[src/eiop_pkg.sv]
/*
 * eiop_pkg: constants and types shared by the eight-bit i/o port three.
 * Assumes a classic Wishbone slave with 32-bit data and byte addresses.
 */
package eiop_pkg;
    localparam int unsigned PORT_W = 8;
    localparam int unsigned ADR_W  = 18;
    localparam int unsigned IDX_W  = 16;
    localparam int unsigned DAT_W  = 32;

    // register indices; byte address is four times the index
    localparam logic [15:0] IDX_LATCH = 16'h7f4c;
    localparam logic [15:0] IDX_INPUT = 16'h7f4d;
    localparam logic [15:0] IDX_DIR   = 16'h7f4e;
    localparam logic [15:0] IDX_FSA   = 16'h7f4f;
    localparam logic [15:0] IDX_FSB   = 16'h7ff3;

    localparam logic [7:0] RST_LATCH = 8'h00;
    localparam logic [7:0] RST_DIR   = 8'h00;
    localparam logic [7:0] RST_FSA   = 8'h00;
    localparam logic [7:0] RST_FSB   = 8'h00;
    localparam logic [7:0] RST_OE_N  = 8'hff;
    localparam logic [7:0] RST_ZERO  = 8'h00;
    localparam logic [7:0] RD_NONE   = 8'h00;

    localparam int unsigned PIN_RX    = 4;
    localparam int unsigned PIN_ALT_LO = 5;

    // function select pair {a, b}
    typedef enum logic [1:0] {
        FS_STD,
        FS_SLOW,
        FS_LEVEL,
        FS_ALT
    } eiop_fs_type;
endpackage

[src/eiop_sync.sv]
/*
 * eiop_sync: three-stage input synchroniser with agreement filter.
 * Assumes asynchronous inputs; output changes once stages two and three agree.
 */
`timescale 1ns/1ns
module eiop_sync #(
    parameter int unsigned W = 8
) (
    input  wire logic         ref_clk, // system clock
    input  wire logic         sys_rst, // async reset, high
    input  wire logic [W-1:0] d_in,    // raw asynchronous input
    output logic      [W-1:0] q_out    // filtered synchronous level
);
    typedef struct packed {
        logic [W-1:0] s1;
        logic [W-1:0] s2;
        logic [W-1:0] s3;
        logic [W-1:0] q;
    } eiop_sync_type;

    eiop_sync_type s_r;
    eiop_sync_type s_nxt;

    always_comb begin
        s_nxt    = s_r;
        s_nxt.s1 = d_in;
        s_nxt.s2 = s_r.s1;
        s_nxt.s3 = s_r.s2;
        for (int i = 0; i < W; i++) begin
            if (s_r.s2[i] == s_r.s3[i]) begin
                s_nxt.q[i] = s_r.s3[i];
            end
        end
    end

    always_ff @(posedge ref_clk or posedge sys_rst) begin
        if (sys_rst) begin
            s_r <= '0;
        end else begin
            s_r <= s_nxt;
        end
    end

    assign q_out = s_r.q;
endmodule

[src/eiop_pin_cell.sv]
/*
 * eiop_pin_cell: decodes one pin's four control bits into drive state.
 * Assumes the caller registers the outputs; purely combinational.
 */
`timescale 1ns/1ns
module eiop_pin_cell #(
    parameter bit ALT_EN = 1'b0
) (
    input  wire logic fsa,     // function select a bit
    input  wire logic fsb,     // function select b bit
    input  wire logic lat,     // output latch bit
    input  wire logic ddr,     // direction bit
    input  wire logic alt_in,  // alternate function output level
    output logic      drive_o, // level driven when enabled
    output logic      oe_n,    // low while driving
    output logic      pull_up, // pull-up enable
    output logic      slow,    // slow edge enable
    output logic      inv      // invert input read
);
    logic en;

    always_comb begin
        en      = 1'b0;
        drive_o = 1'b0;
        pull_up = 1'b0;
        slow    = 1'b0;
        inv     = 1'b0;
        unique case (eiop_pkg::eiop_fs_type'({fsa, fsb}))
            eiop_pkg::FS_STD: begin
                if (ddr) begin
                    en      = 1'b1;
                    drive_o = lat;
                end else begin
                    pull_up = lat;
                end
            end
            eiop_pkg::FS_SLOW: begin
                if (!ddr) begin
                    en      = 1'b1;
                    drive_o = lat;
                    slow    = 1'b1;
                end else if (!lat) begin
                    en = 1'b1;
                end else begin
                    inv = 1'b1;
                end
            end
            eiop_pkg::FS_LEVEL: begin
                en  = 1'b1;
                inv = lat & ~ddr;
                if (ALT_EN && (lat ^ ddr)) begin
                    drive_o = ddr ? alt_in : ~alt_in;
                end else begin
                    drive_o = ddr;
                end
            end
            eiop_pkg::FS_ALT: begin
                if (!ddr) begin
                    en      = 1'b1;
                    slow    = 1'b1;
                    drive_o = ALT_EN ? (lat & alt_in) : lat;
                end else if (ALT_EN && !lat) begin
                    en = ~alt_in; // alternate open drain
                end
            end
        endcase
        oe_n = ~en;
    end
endmodule

[src/eiop_port.sv]
/*
 * eiop_port: eight-bit general-purpose i/o port three with Wishbone registers.
 * Assumes a classic Wishbone master on ref_clk and pad logic that resolves
 * pin_o / pin_oe_n / pin_pull_up into the wire and returns it on pin_i.
 */
// Design decision made here: register access over Wishbone.
// Notes on behaviour
// - eight two-way pins, each with its own direction bit.
// - output latch is 8-bit read/write, gives output level and pull-up, resets to zero.
// - direction register is 8-bit read/write, one bit per pin, resets to zero.
// - a read-only input address returns the live level of all eight pins.
// - the input read shows pin levels whatever the direction, so driven pins read back.
// - pins set for inverted input read back complemented.
// - function select a and b are 8-bit read/write, reset to zero, and choose the mode.
// - selects 00: dir 0 latch 0 floats, dir 0 latch 1 pulls up, dir 1 drives the latch.
// - selects 01: dir 0 drives latch slowly, dir 1 latch 0 low, dir 1 latch 1 floats inverted.
// - selects 10: pin drives the direction bit (pins 5 to 7: alternate level if latch and dir differ, inverted for dir 0), latch 1 with dir 0 inverts the read.
// - selects 11: dir 0 drives latch slowly (pins 5 to 7: latch AND alternate), dir 1 floats (pins 5 to 7 latch 0: alternate open drain).
// - pin levels always reach the on-chip inputs, interrupt inputs inverted with the read.
// - pins 0 to 3 are the four external interrupt request inputs.
// - pins 4 and 5 serve the third serial channel.
// - pin 6 can carry timer six output and pin 7 timer seven output.
`timescale 1ns/1ns
module eiop_port (
    input  wire logic        ref_clk,           // 50 MHz system clock
    input  wire logic        sys_rst,           // async reset, high
    input  wire logic        wb_cyc_i,          // bus cycle
    input  wire logic        wb_stb_i,          // strobe
    input  wire logic        wb_we_i,           // write enable
    input  wire logic [17:0] wb_adr_i,          // byte address
    input  wire logic [3:0]  wb_sel_i,          // byte selects
    input  wire logic [31:0] wb_dat_i,          // write data
    output logic      [31:0] wb_dat_o,          // read data
    output logic             wb_ack_o,          // acknowledge
    input  wire logic [7:0]  pin_i,             // pad levels
    output logic      [7:0]  pin_o,             // pad drive levels
    output logic      [7:0]  pin_oe_n,          // pad enables, low drives
    output logic      [7:0]  pin_pull_up,       // pull-up enables
    output logic      [7:0]  pin_slow,          // slow edge enables
    output logic      [7:0]  pin_level,         // pin levels to on-chip users
    output logic             ext_irq_zero,      // interrupt request 0
    output logic             ext_irq_one,       // interrupt request 1
    output logic             ext_irq_two,       // interrupt request 2
    output logic             ext_irq_three,     // interrupt request 3
    output logic             serial_rx,         // third serial channel receive
    input  wire logic        serial_tx,         // third serial channel transmit
    input  wire logic        timer_six_out,     // timer six output
    input  wire logic        timer_seven_out    // timer seven output
);
    typedef struct packed {
        logic [7:0] lat;
        logic [7:0] ddr;
        logic [7:0] fsa;
        logic [7:0] fsb;
        logic       ack;
        logic [7:0] rdat;
        logic [7:0] pin_o;
        logic [7:0] oe_n;
        logic [7:0] pull;
        logic [7:0] slow;
        logic [7:0] level;
        logic [3:0] irq;
        logic       rx;
    } eiop_port_type;

    eiop_port_type s_r;
    eiop_port_type s_nxt;

    logic [7:0]  filt;
    logic [7:0]  drive;
    logic [7:0]  oe_n_c;
    logic [7:0]  pull_c;
    logic [7:0]  slow_c;
    logic [7:0]  inv_c;
    logic [7:0]  alt_in;
    logic [7:0]  rd_input;
    logic [15:0] idx;
    logic        wr_go;

    eiop_sync #(
        .W       (eiop_pkg::PORT_W)
    ) u_sync (
        .ref_clk (ref_clk),
        .sys_rst (sys_rst),
        .d_in    (pin_i),
        .q_out   (filt)
    );

    assign alt_in = {timer_seven_out, timer_six_out, serial_tx, 5'h00};

    for (genvar g = 0; g < 8; g++) begin : g_cell
        eiop_pin_cell #(
            .ALT_EN  (g >= eiop_pkg::PIN_ALT_LO)
        ) u_cell (
            .fsa     (s_r.fsa[g]),
            .fsb     (s_r.fsb[g]),
            .lat     (s_r.lat[g]),
            .ddr     (s_r.ddr[g]),
            .alt_in  (alt_in[g]),
            .drive_o (drive[g]),
            .oe_n    (oe_n_c[g]),
            .pull_up (pull_c[g]),
            .slow    (slow_c[g]),
            .inv     (inv_c[g])
        );
    end

    assign idx      = wb_adr_i[17:2];
    assign rd_input = filt ^ inv_c;

    always_comb begin
        s_nxt     = s_r;
        s_nxt.ack = wb_cyc_i & wb_stb_i & ~s_r.ack;
        wr_go     = s_nxt.ack & wb_we_i & wb_sel_i[0];
        if (s_nxt.ack) begin
            unique case (idx)
                eiop_pkg::IDX_LATCH: s_nxt.rdat = s_r.lat;
                eiop_pkg::IDX_INPUT: s_nxt.rdat = rd_input;
                eiop_pkg::IDX_DIR:   s_nxt.rdat = s_r.ddr;
                eiop_pkg::IDX_FSA:   s_nxt.rdat = s_r.fsa;
                eiop_pkg::IDX_FSB:   s_nxt.rdat = s_r.fsb;
                default:             s_nxt.rdat = eiop_pkg::RD_NONE;
            endcase
        end
        if (wr_go) begin
            unique case (idx)
                eiop_pkg::IDX_LATCH: s_nxt.lat = wb_dat_i[7:0];
                eiop_pkg::IDX_DIR:   s_nxt.ddr = wb_dat_i[7:0];
                eiop_pkg::IDX_FSA:   s_nxt.fsa = wb_dat_i[7:0];
                eiop_pkg::IDX_FSB:   s_nxt.fsb = wb_dat_i[7:0];
                default:             s_nxt.lat = s_r.lat;
            endcase
        end
        // pad state follows registers one cycle later
        s_nxt.pin_o = drive;
        s_nxt.oe_n  = oe_n_c;
        s_nxt.pull  = pull_c;
        s_nxt.slow  = slow_c;
        s_nxt.level = filt;
        s_nxt.irq   = rd_input[3:0];
        s_nxt.rx    = filt[eiop_pkg::PIN_RX];
    end

    always_ff @(posedge ref_clk or posedge sys_rst) begin
        if (sys_rst) begin
            s_r       <= '0;
            s_r.lat   <= eiop_pkg::RST_LATCH;
            s_r.ddr   <= eiop_pkg::RST_DIR;
            s_r.fsa   <= eiop_pkg::RST_FSA;
            s_r.fsb   <= eiop_pkg::RST_FSB;
            s_r.oe_n  <= eiop_pkg::RST_OE_N;
            s_r.pin_o <= eiop_pkg::RST_ZERO;
        end else begin
            s_r <= s_nxt;
        end
    end

    assign wb_dat_o      = {24'h000000, s_r.rdat};
    assign wb_ack_o      = s_r.ack;
    assign pin_o         = s_r.pin_o;
    assign pin_oe_n      = s_r.oe_n;
    assign pin_pull_up   = s_r.pull;
    assign pin_slow      = s_r.slow;
    assign pin_level     = s_r.level;
    assign ext_irq_zero  = s_r.irq[0];
    assign ext_irq_one   = s_r.irq[1];
    assign ext_irq_two   = s_r.irq[2];
    assign ext_irq_three = s_r.irq[3];
    assign serial_rx     = s_r.rx;
endmodule

[config.mk]
export PLATFORM = sky130hd
export DESIGN_NAME = eiop_port
export DESIGN_NICKNAME = d
export VERILOG_FILES = /design/src/eiop_pkg.sv /design/src/eiop_sync.sv /design/src/eiop_pin_cell.sv /design/src/eiop_port.sv
export SDC_FILE = /design/constraint.sdc
export NUM_CORES = 1
export LEC_CHECK = 0
export BUFFER_PORTS_ARGS = -buffer_cell sky130_fd_sc_hd__buf_2
export CAP_MARGIN = 10
export CORE_AREA = 10 10 110 112
export CTS_CLUSTER_DIAMETER = 200
export CTS_CLUSTER_SIZE = 40
export DETAILED_ROUTE_END_ITERATION = 10
export DIE_AREA = 0 0 120 122
export GPL_TIMING_DRIVEN = 0
export HOLD_SLACK_MARGIN = 0.08
export PLACE_DENSITY_LB_ADDON = 0.1
export SYNTH_ARGS = -nofsm -noshare
export SYNTH_HDL_FRONTEND = slang
export SYNTH_SLANG_ARGS = --single-unit
[constraint.sdc]
create_clock -name ref_clk -period 8.9 [get_ports ref_clk]
set_input_delay 1.335 -clock ref_clk [delete_from_list [all_inputs] [get_ports ref_clk]]
set_output_delay 1.335 -clock ref_clk [all_outputs]
set_load 0.01 [all_outputs]
==> results list <==
* Root Driver: clkbuf_8
- Routed Antenna Nets: 0
- Crit Path Class: in -> reg
* Number of buffers between clock root and the deepest sink: 2
- Die Footprint: 0.01464 sq mm
- The smallest clock period supported by the final layout is computed as 2.619 ns.
- Die width: ~120 um
- STA puts the critical path data arrival time at approximately 3.0 ns.
* DIE HEIGHT: between 100 and 150 um
- Entering global routing, the biggest net connects between 70 and 80 pins.
- Post-CTS setup repair buffer count: 0
- The tightest min-delay check is of the reg -> reg type.
- Setup repair after global routing left no endpoint under its margin.
- Count of nets after finishing: roughly 710
- Cell internal power was estimated by the tool at between 1 and 1.5 mW.
- For this run, the share of the core covered by cells in the final layout is 0.6904.
- Timing analysis after detailed placement gives a worst setup slack of ~5.8 ns.
- Of the total power, the clock network draws 0.540.
* Actual transition at the worst max-transition pin: between 0.6 and 0.7 ns
* Result of the run: completed
- Number of buffers added by the clock tree synthesis step: 17
- CTS built an H-tree with a depth of 4.
- Fill cells in the final layout number about 770.
- Number of max-cap violations: 0
* Data required time at the worst endpoint: about 9.3 ns
- Post-route standard cell area excluding fillers: 0.006935 sq mm
- The tightest hold path in the finished design has a slack of between 0.3 and 0.4 ns.
- The later pin in the worst-skew pair is clocked with a latency of approximately 0.52 ns.
- In this run the power spent charging and discharging nets is ~0.27 mW.
- After synthesis the cells add up to ~0.0055 sq mm.
- The number of different library cells used by synthesis comes to 50.
* Sequential fraction of the synthesis area: 0.5297
- For this design the ratio of total power to cell area is slightly below 200 mW/mm^2.
* Number of synthesis warnings: 0
* Signed area change from the synthesized netlist to the final layout: 25.04%
- The top cell types in the final layout, fill and taps aside, are dfrtp_1 (109), buf_2 (100), mux2_2 (43), ha_1 (37), nor2_1 (30).
* Starting DRT DRC Count: between 100 and 150
- Worst-case clock skew: 0.005706 ns
- The number of hold violations in the final report was 0.
* Clock-pin slew on the worst setup and hold paths: roughly 0.050 ns
- In the final routed layout, each cell accounts on average for about 16 um.
- Leakage power figure: about 3.6 nW
- The placed instances occupy a cell area of 0.006294 sq mm.
- The worst setup path is captured at a flop.
- Async S/R FF share, synth: 1.000
- The multi-input combinational cells in the finished layout cover a total of between 0.002 and 0.0025 sq mm.
- Final wirelength: roughly 12000 um
- In the global route stage, overall resource usage came out at 0.1679.
- In this run the count of I/O pins placed on the die edge is ~150.
- Resize count post-CTS: 0
* Combinational cell fraction of total power: 0.050
- Post-route total power: 1.355 mW
- Of the total power, the share spent switching nets is 0.2026.
- The worst-case IR drop observed on VDD is 0.1003 mV.
- At the end of routability-driven placement, the weighted congestion stood at 0.8328.
* First-pass GRT wire length: 19530 um
- Min setup slack post-route: between 6 and 7 ns
- Buffers placed on the I/O ports in this run total 92.
- Number of instances in the synthesized netlist: between 400 and 500
- For this run, the detailed router's first-pass iteration total came to 4.
- The final number of max-transition violations was 0.
- Core footprint: around 0.01 sq mm
- Antenna violations before repair: 1
- Combined flip-flop and latch cell area: ~0.003 sq mm
- Critical path fanouts, max: 8
* Fraction of layout cells with a size suffix above 1: 0.3746
- Number of flops mapped to enable cells by yosys: 0
- Post-route clock period utilization: 0.2943
* Total global routing overflow: 0
* Number of hold buffers added after CTS: 0
* Clock tree from TritonCTS: built
* Post-layout instance count excluding filler cells: 751
* Placed cell count: ~700
* Relative slew slack: 0.5745
- Synth Area per Inst: between 10 and 15 sq um
- Setup violation total in the final timing report: 0
* Drt via density: between 5 and 6
- Via total after detailed routing: 3781
- Most common cell after layout, fill and taps aside: dfrtp_1
- DRC errors left: 0
- Counting flops and latches in the post-synthesis netlist gives around 120.
* Number of core rows: 37
- STA classifies the critical path startpoint as an input port.
* Post-Route Setup TNS: 0 ns
* Clock tree sinks: 117
* Fmax achieved: 381.8 MHz
* Number of global-route vias before repair: roughly 3900
- After legalization and detailed placement, the total HPWL measured around 8600 um.
* Initial core utilization: 0.5521
* Relative contribution of sequential cells to total power: 0.410
* Top_reg_cell synth: dfrtp_1
worst max-delay path, cell delays in order:
cell      delay (ns)
buf_2           0.10
nand4b_4        0.17
nor3_4          0.31
nand2_1         0.14
nor3_4          0.55
mux2_2          0.40
Yosys cell counts, types with 2 or more instances:
library cell    n  area share
dfrtp_1       109        0.49
mux2_2         43       0.087
ha_1           37       0.083
nor2_1         30       0.020
inv_1          29       0.020
buf_4          25       0.034
nand2_1        24       0.016
a21oi_1        20       0.018
o21ai_0        18       0.016
nand3_1        12       0.011
buf_2           8      0.0072
dfstp_2         8       0.038
maj3_1          8       0.014
a22oi_1         7      0.0095
a31o_2          7       0.011
nor3_1          7      0.0063
o22ai_1         6      0.0068
a21o_1          5      0.0068
clkbuf_1        5      0.0034
mux2i_1         5      0.0090
a22o_1          4      0.0063
nor3b_1         4      0.0054
xnor2_1         4      0.0063
xor2_1          4      0.0063
nand2b_1        3      0.0034
nor2b_1         3      0.0034
o211ai_1        3      0.0041
o31ai_1         3      0.0041
nand3_4         2      0.0063
nand4b_4        2      0.0086
nor3_4          2      0.0059
state kept, by name, indices dropped and copies added (netlist names):
signal / cells
wb_ack_o: 1
pin_slow: 8
ext_irq_zero: 1
pin_pull_up: 8
pin_level: 8
pin_oe_n: 8
u_sync.q_out: 8
u_sync.s_r: 8
u_sync.s_nxt: 16
ext_irq_three: 1
ext_irq_one: 1
s_r: 32
wb_dat_o: 8
pin_o: 8
ext_irq_two: 1
final timing paths:
kind,start,to,slack [ns],depth (start not counted)
worst max-delay path,wb_adr_i[17],s_r[77]$_DFFE_PP0P_,6.28,6
worst min-delay path,u_sync.s_nxt[22]$_DFF_PP0_,u_sync.s_nxt[14]$_DFF_PP0_,0.35,0
worst max register to register,wb_ack_o$_DFF_PP0_,s_r[77]$_DFFE_PP0P_,6.79,6
worst min register to register,u_sync.s_nxt[22]$_DFF_PP0_,u_sync.s_nxt[14]$_DFF_PP0_,0.35,0
max in group asynchronous,sys_rst,pin_oe_n[1]$_DFF_PP1_,7.26,3
min in group asynchronous,sys_rst,pin_o[2]$_DFF_PP0_,0.87,2
cells by family after synthesis:
family / after synthesis / synth area share
flops: 117 / 0.5297
simple gates: 100 / 0.1049
fa+ha+maj: 45 / 0.09790
compound gates: 77 / 0.08843
buf+inv: 70 / 0.06948
mux: 48 / 0.09632
other cells: 1 / 0.0006761
xor+xnor: 8 / 0.01263
final cells by class:
cell class / count / share of cell area
flip-flops and latches: 117 / 0.4236
multi-input cells: 302 / 0.3330
repair buffers: 93 / 0.07036
clock buffers: 23 / 0.06729
plain buffers: 40 / 0.03933
clock inverters: 9 / 0.02490
well taps: 136 / 0.02454
inverters: 30 / 0.01660
diodes: 1 / 0.0003608
layer usage:
metal  routed length [um]  track usage  part of all wire
met1                 4906       0.1877              0.40
met4                  210      0.05581             0.017
met3                  766      0.06846             0.063
met5                    0            0                 0
met2                 6277       0.2868              0.52
power groups by stage:
stage                     clock network (mW)  logic [mW]  registers, mW
after floorplan                            0      0.0371          0.567
after global placement                     0      0.0653          0.564
after detailed placement                   0      0.0680          0.565
after CTS                              0.742      0.0681          0.556
after global routing                   0.767      0.0752          0.558
final                                  0.731      0.0677          0.556
Power figures use the tool's default switching activity.
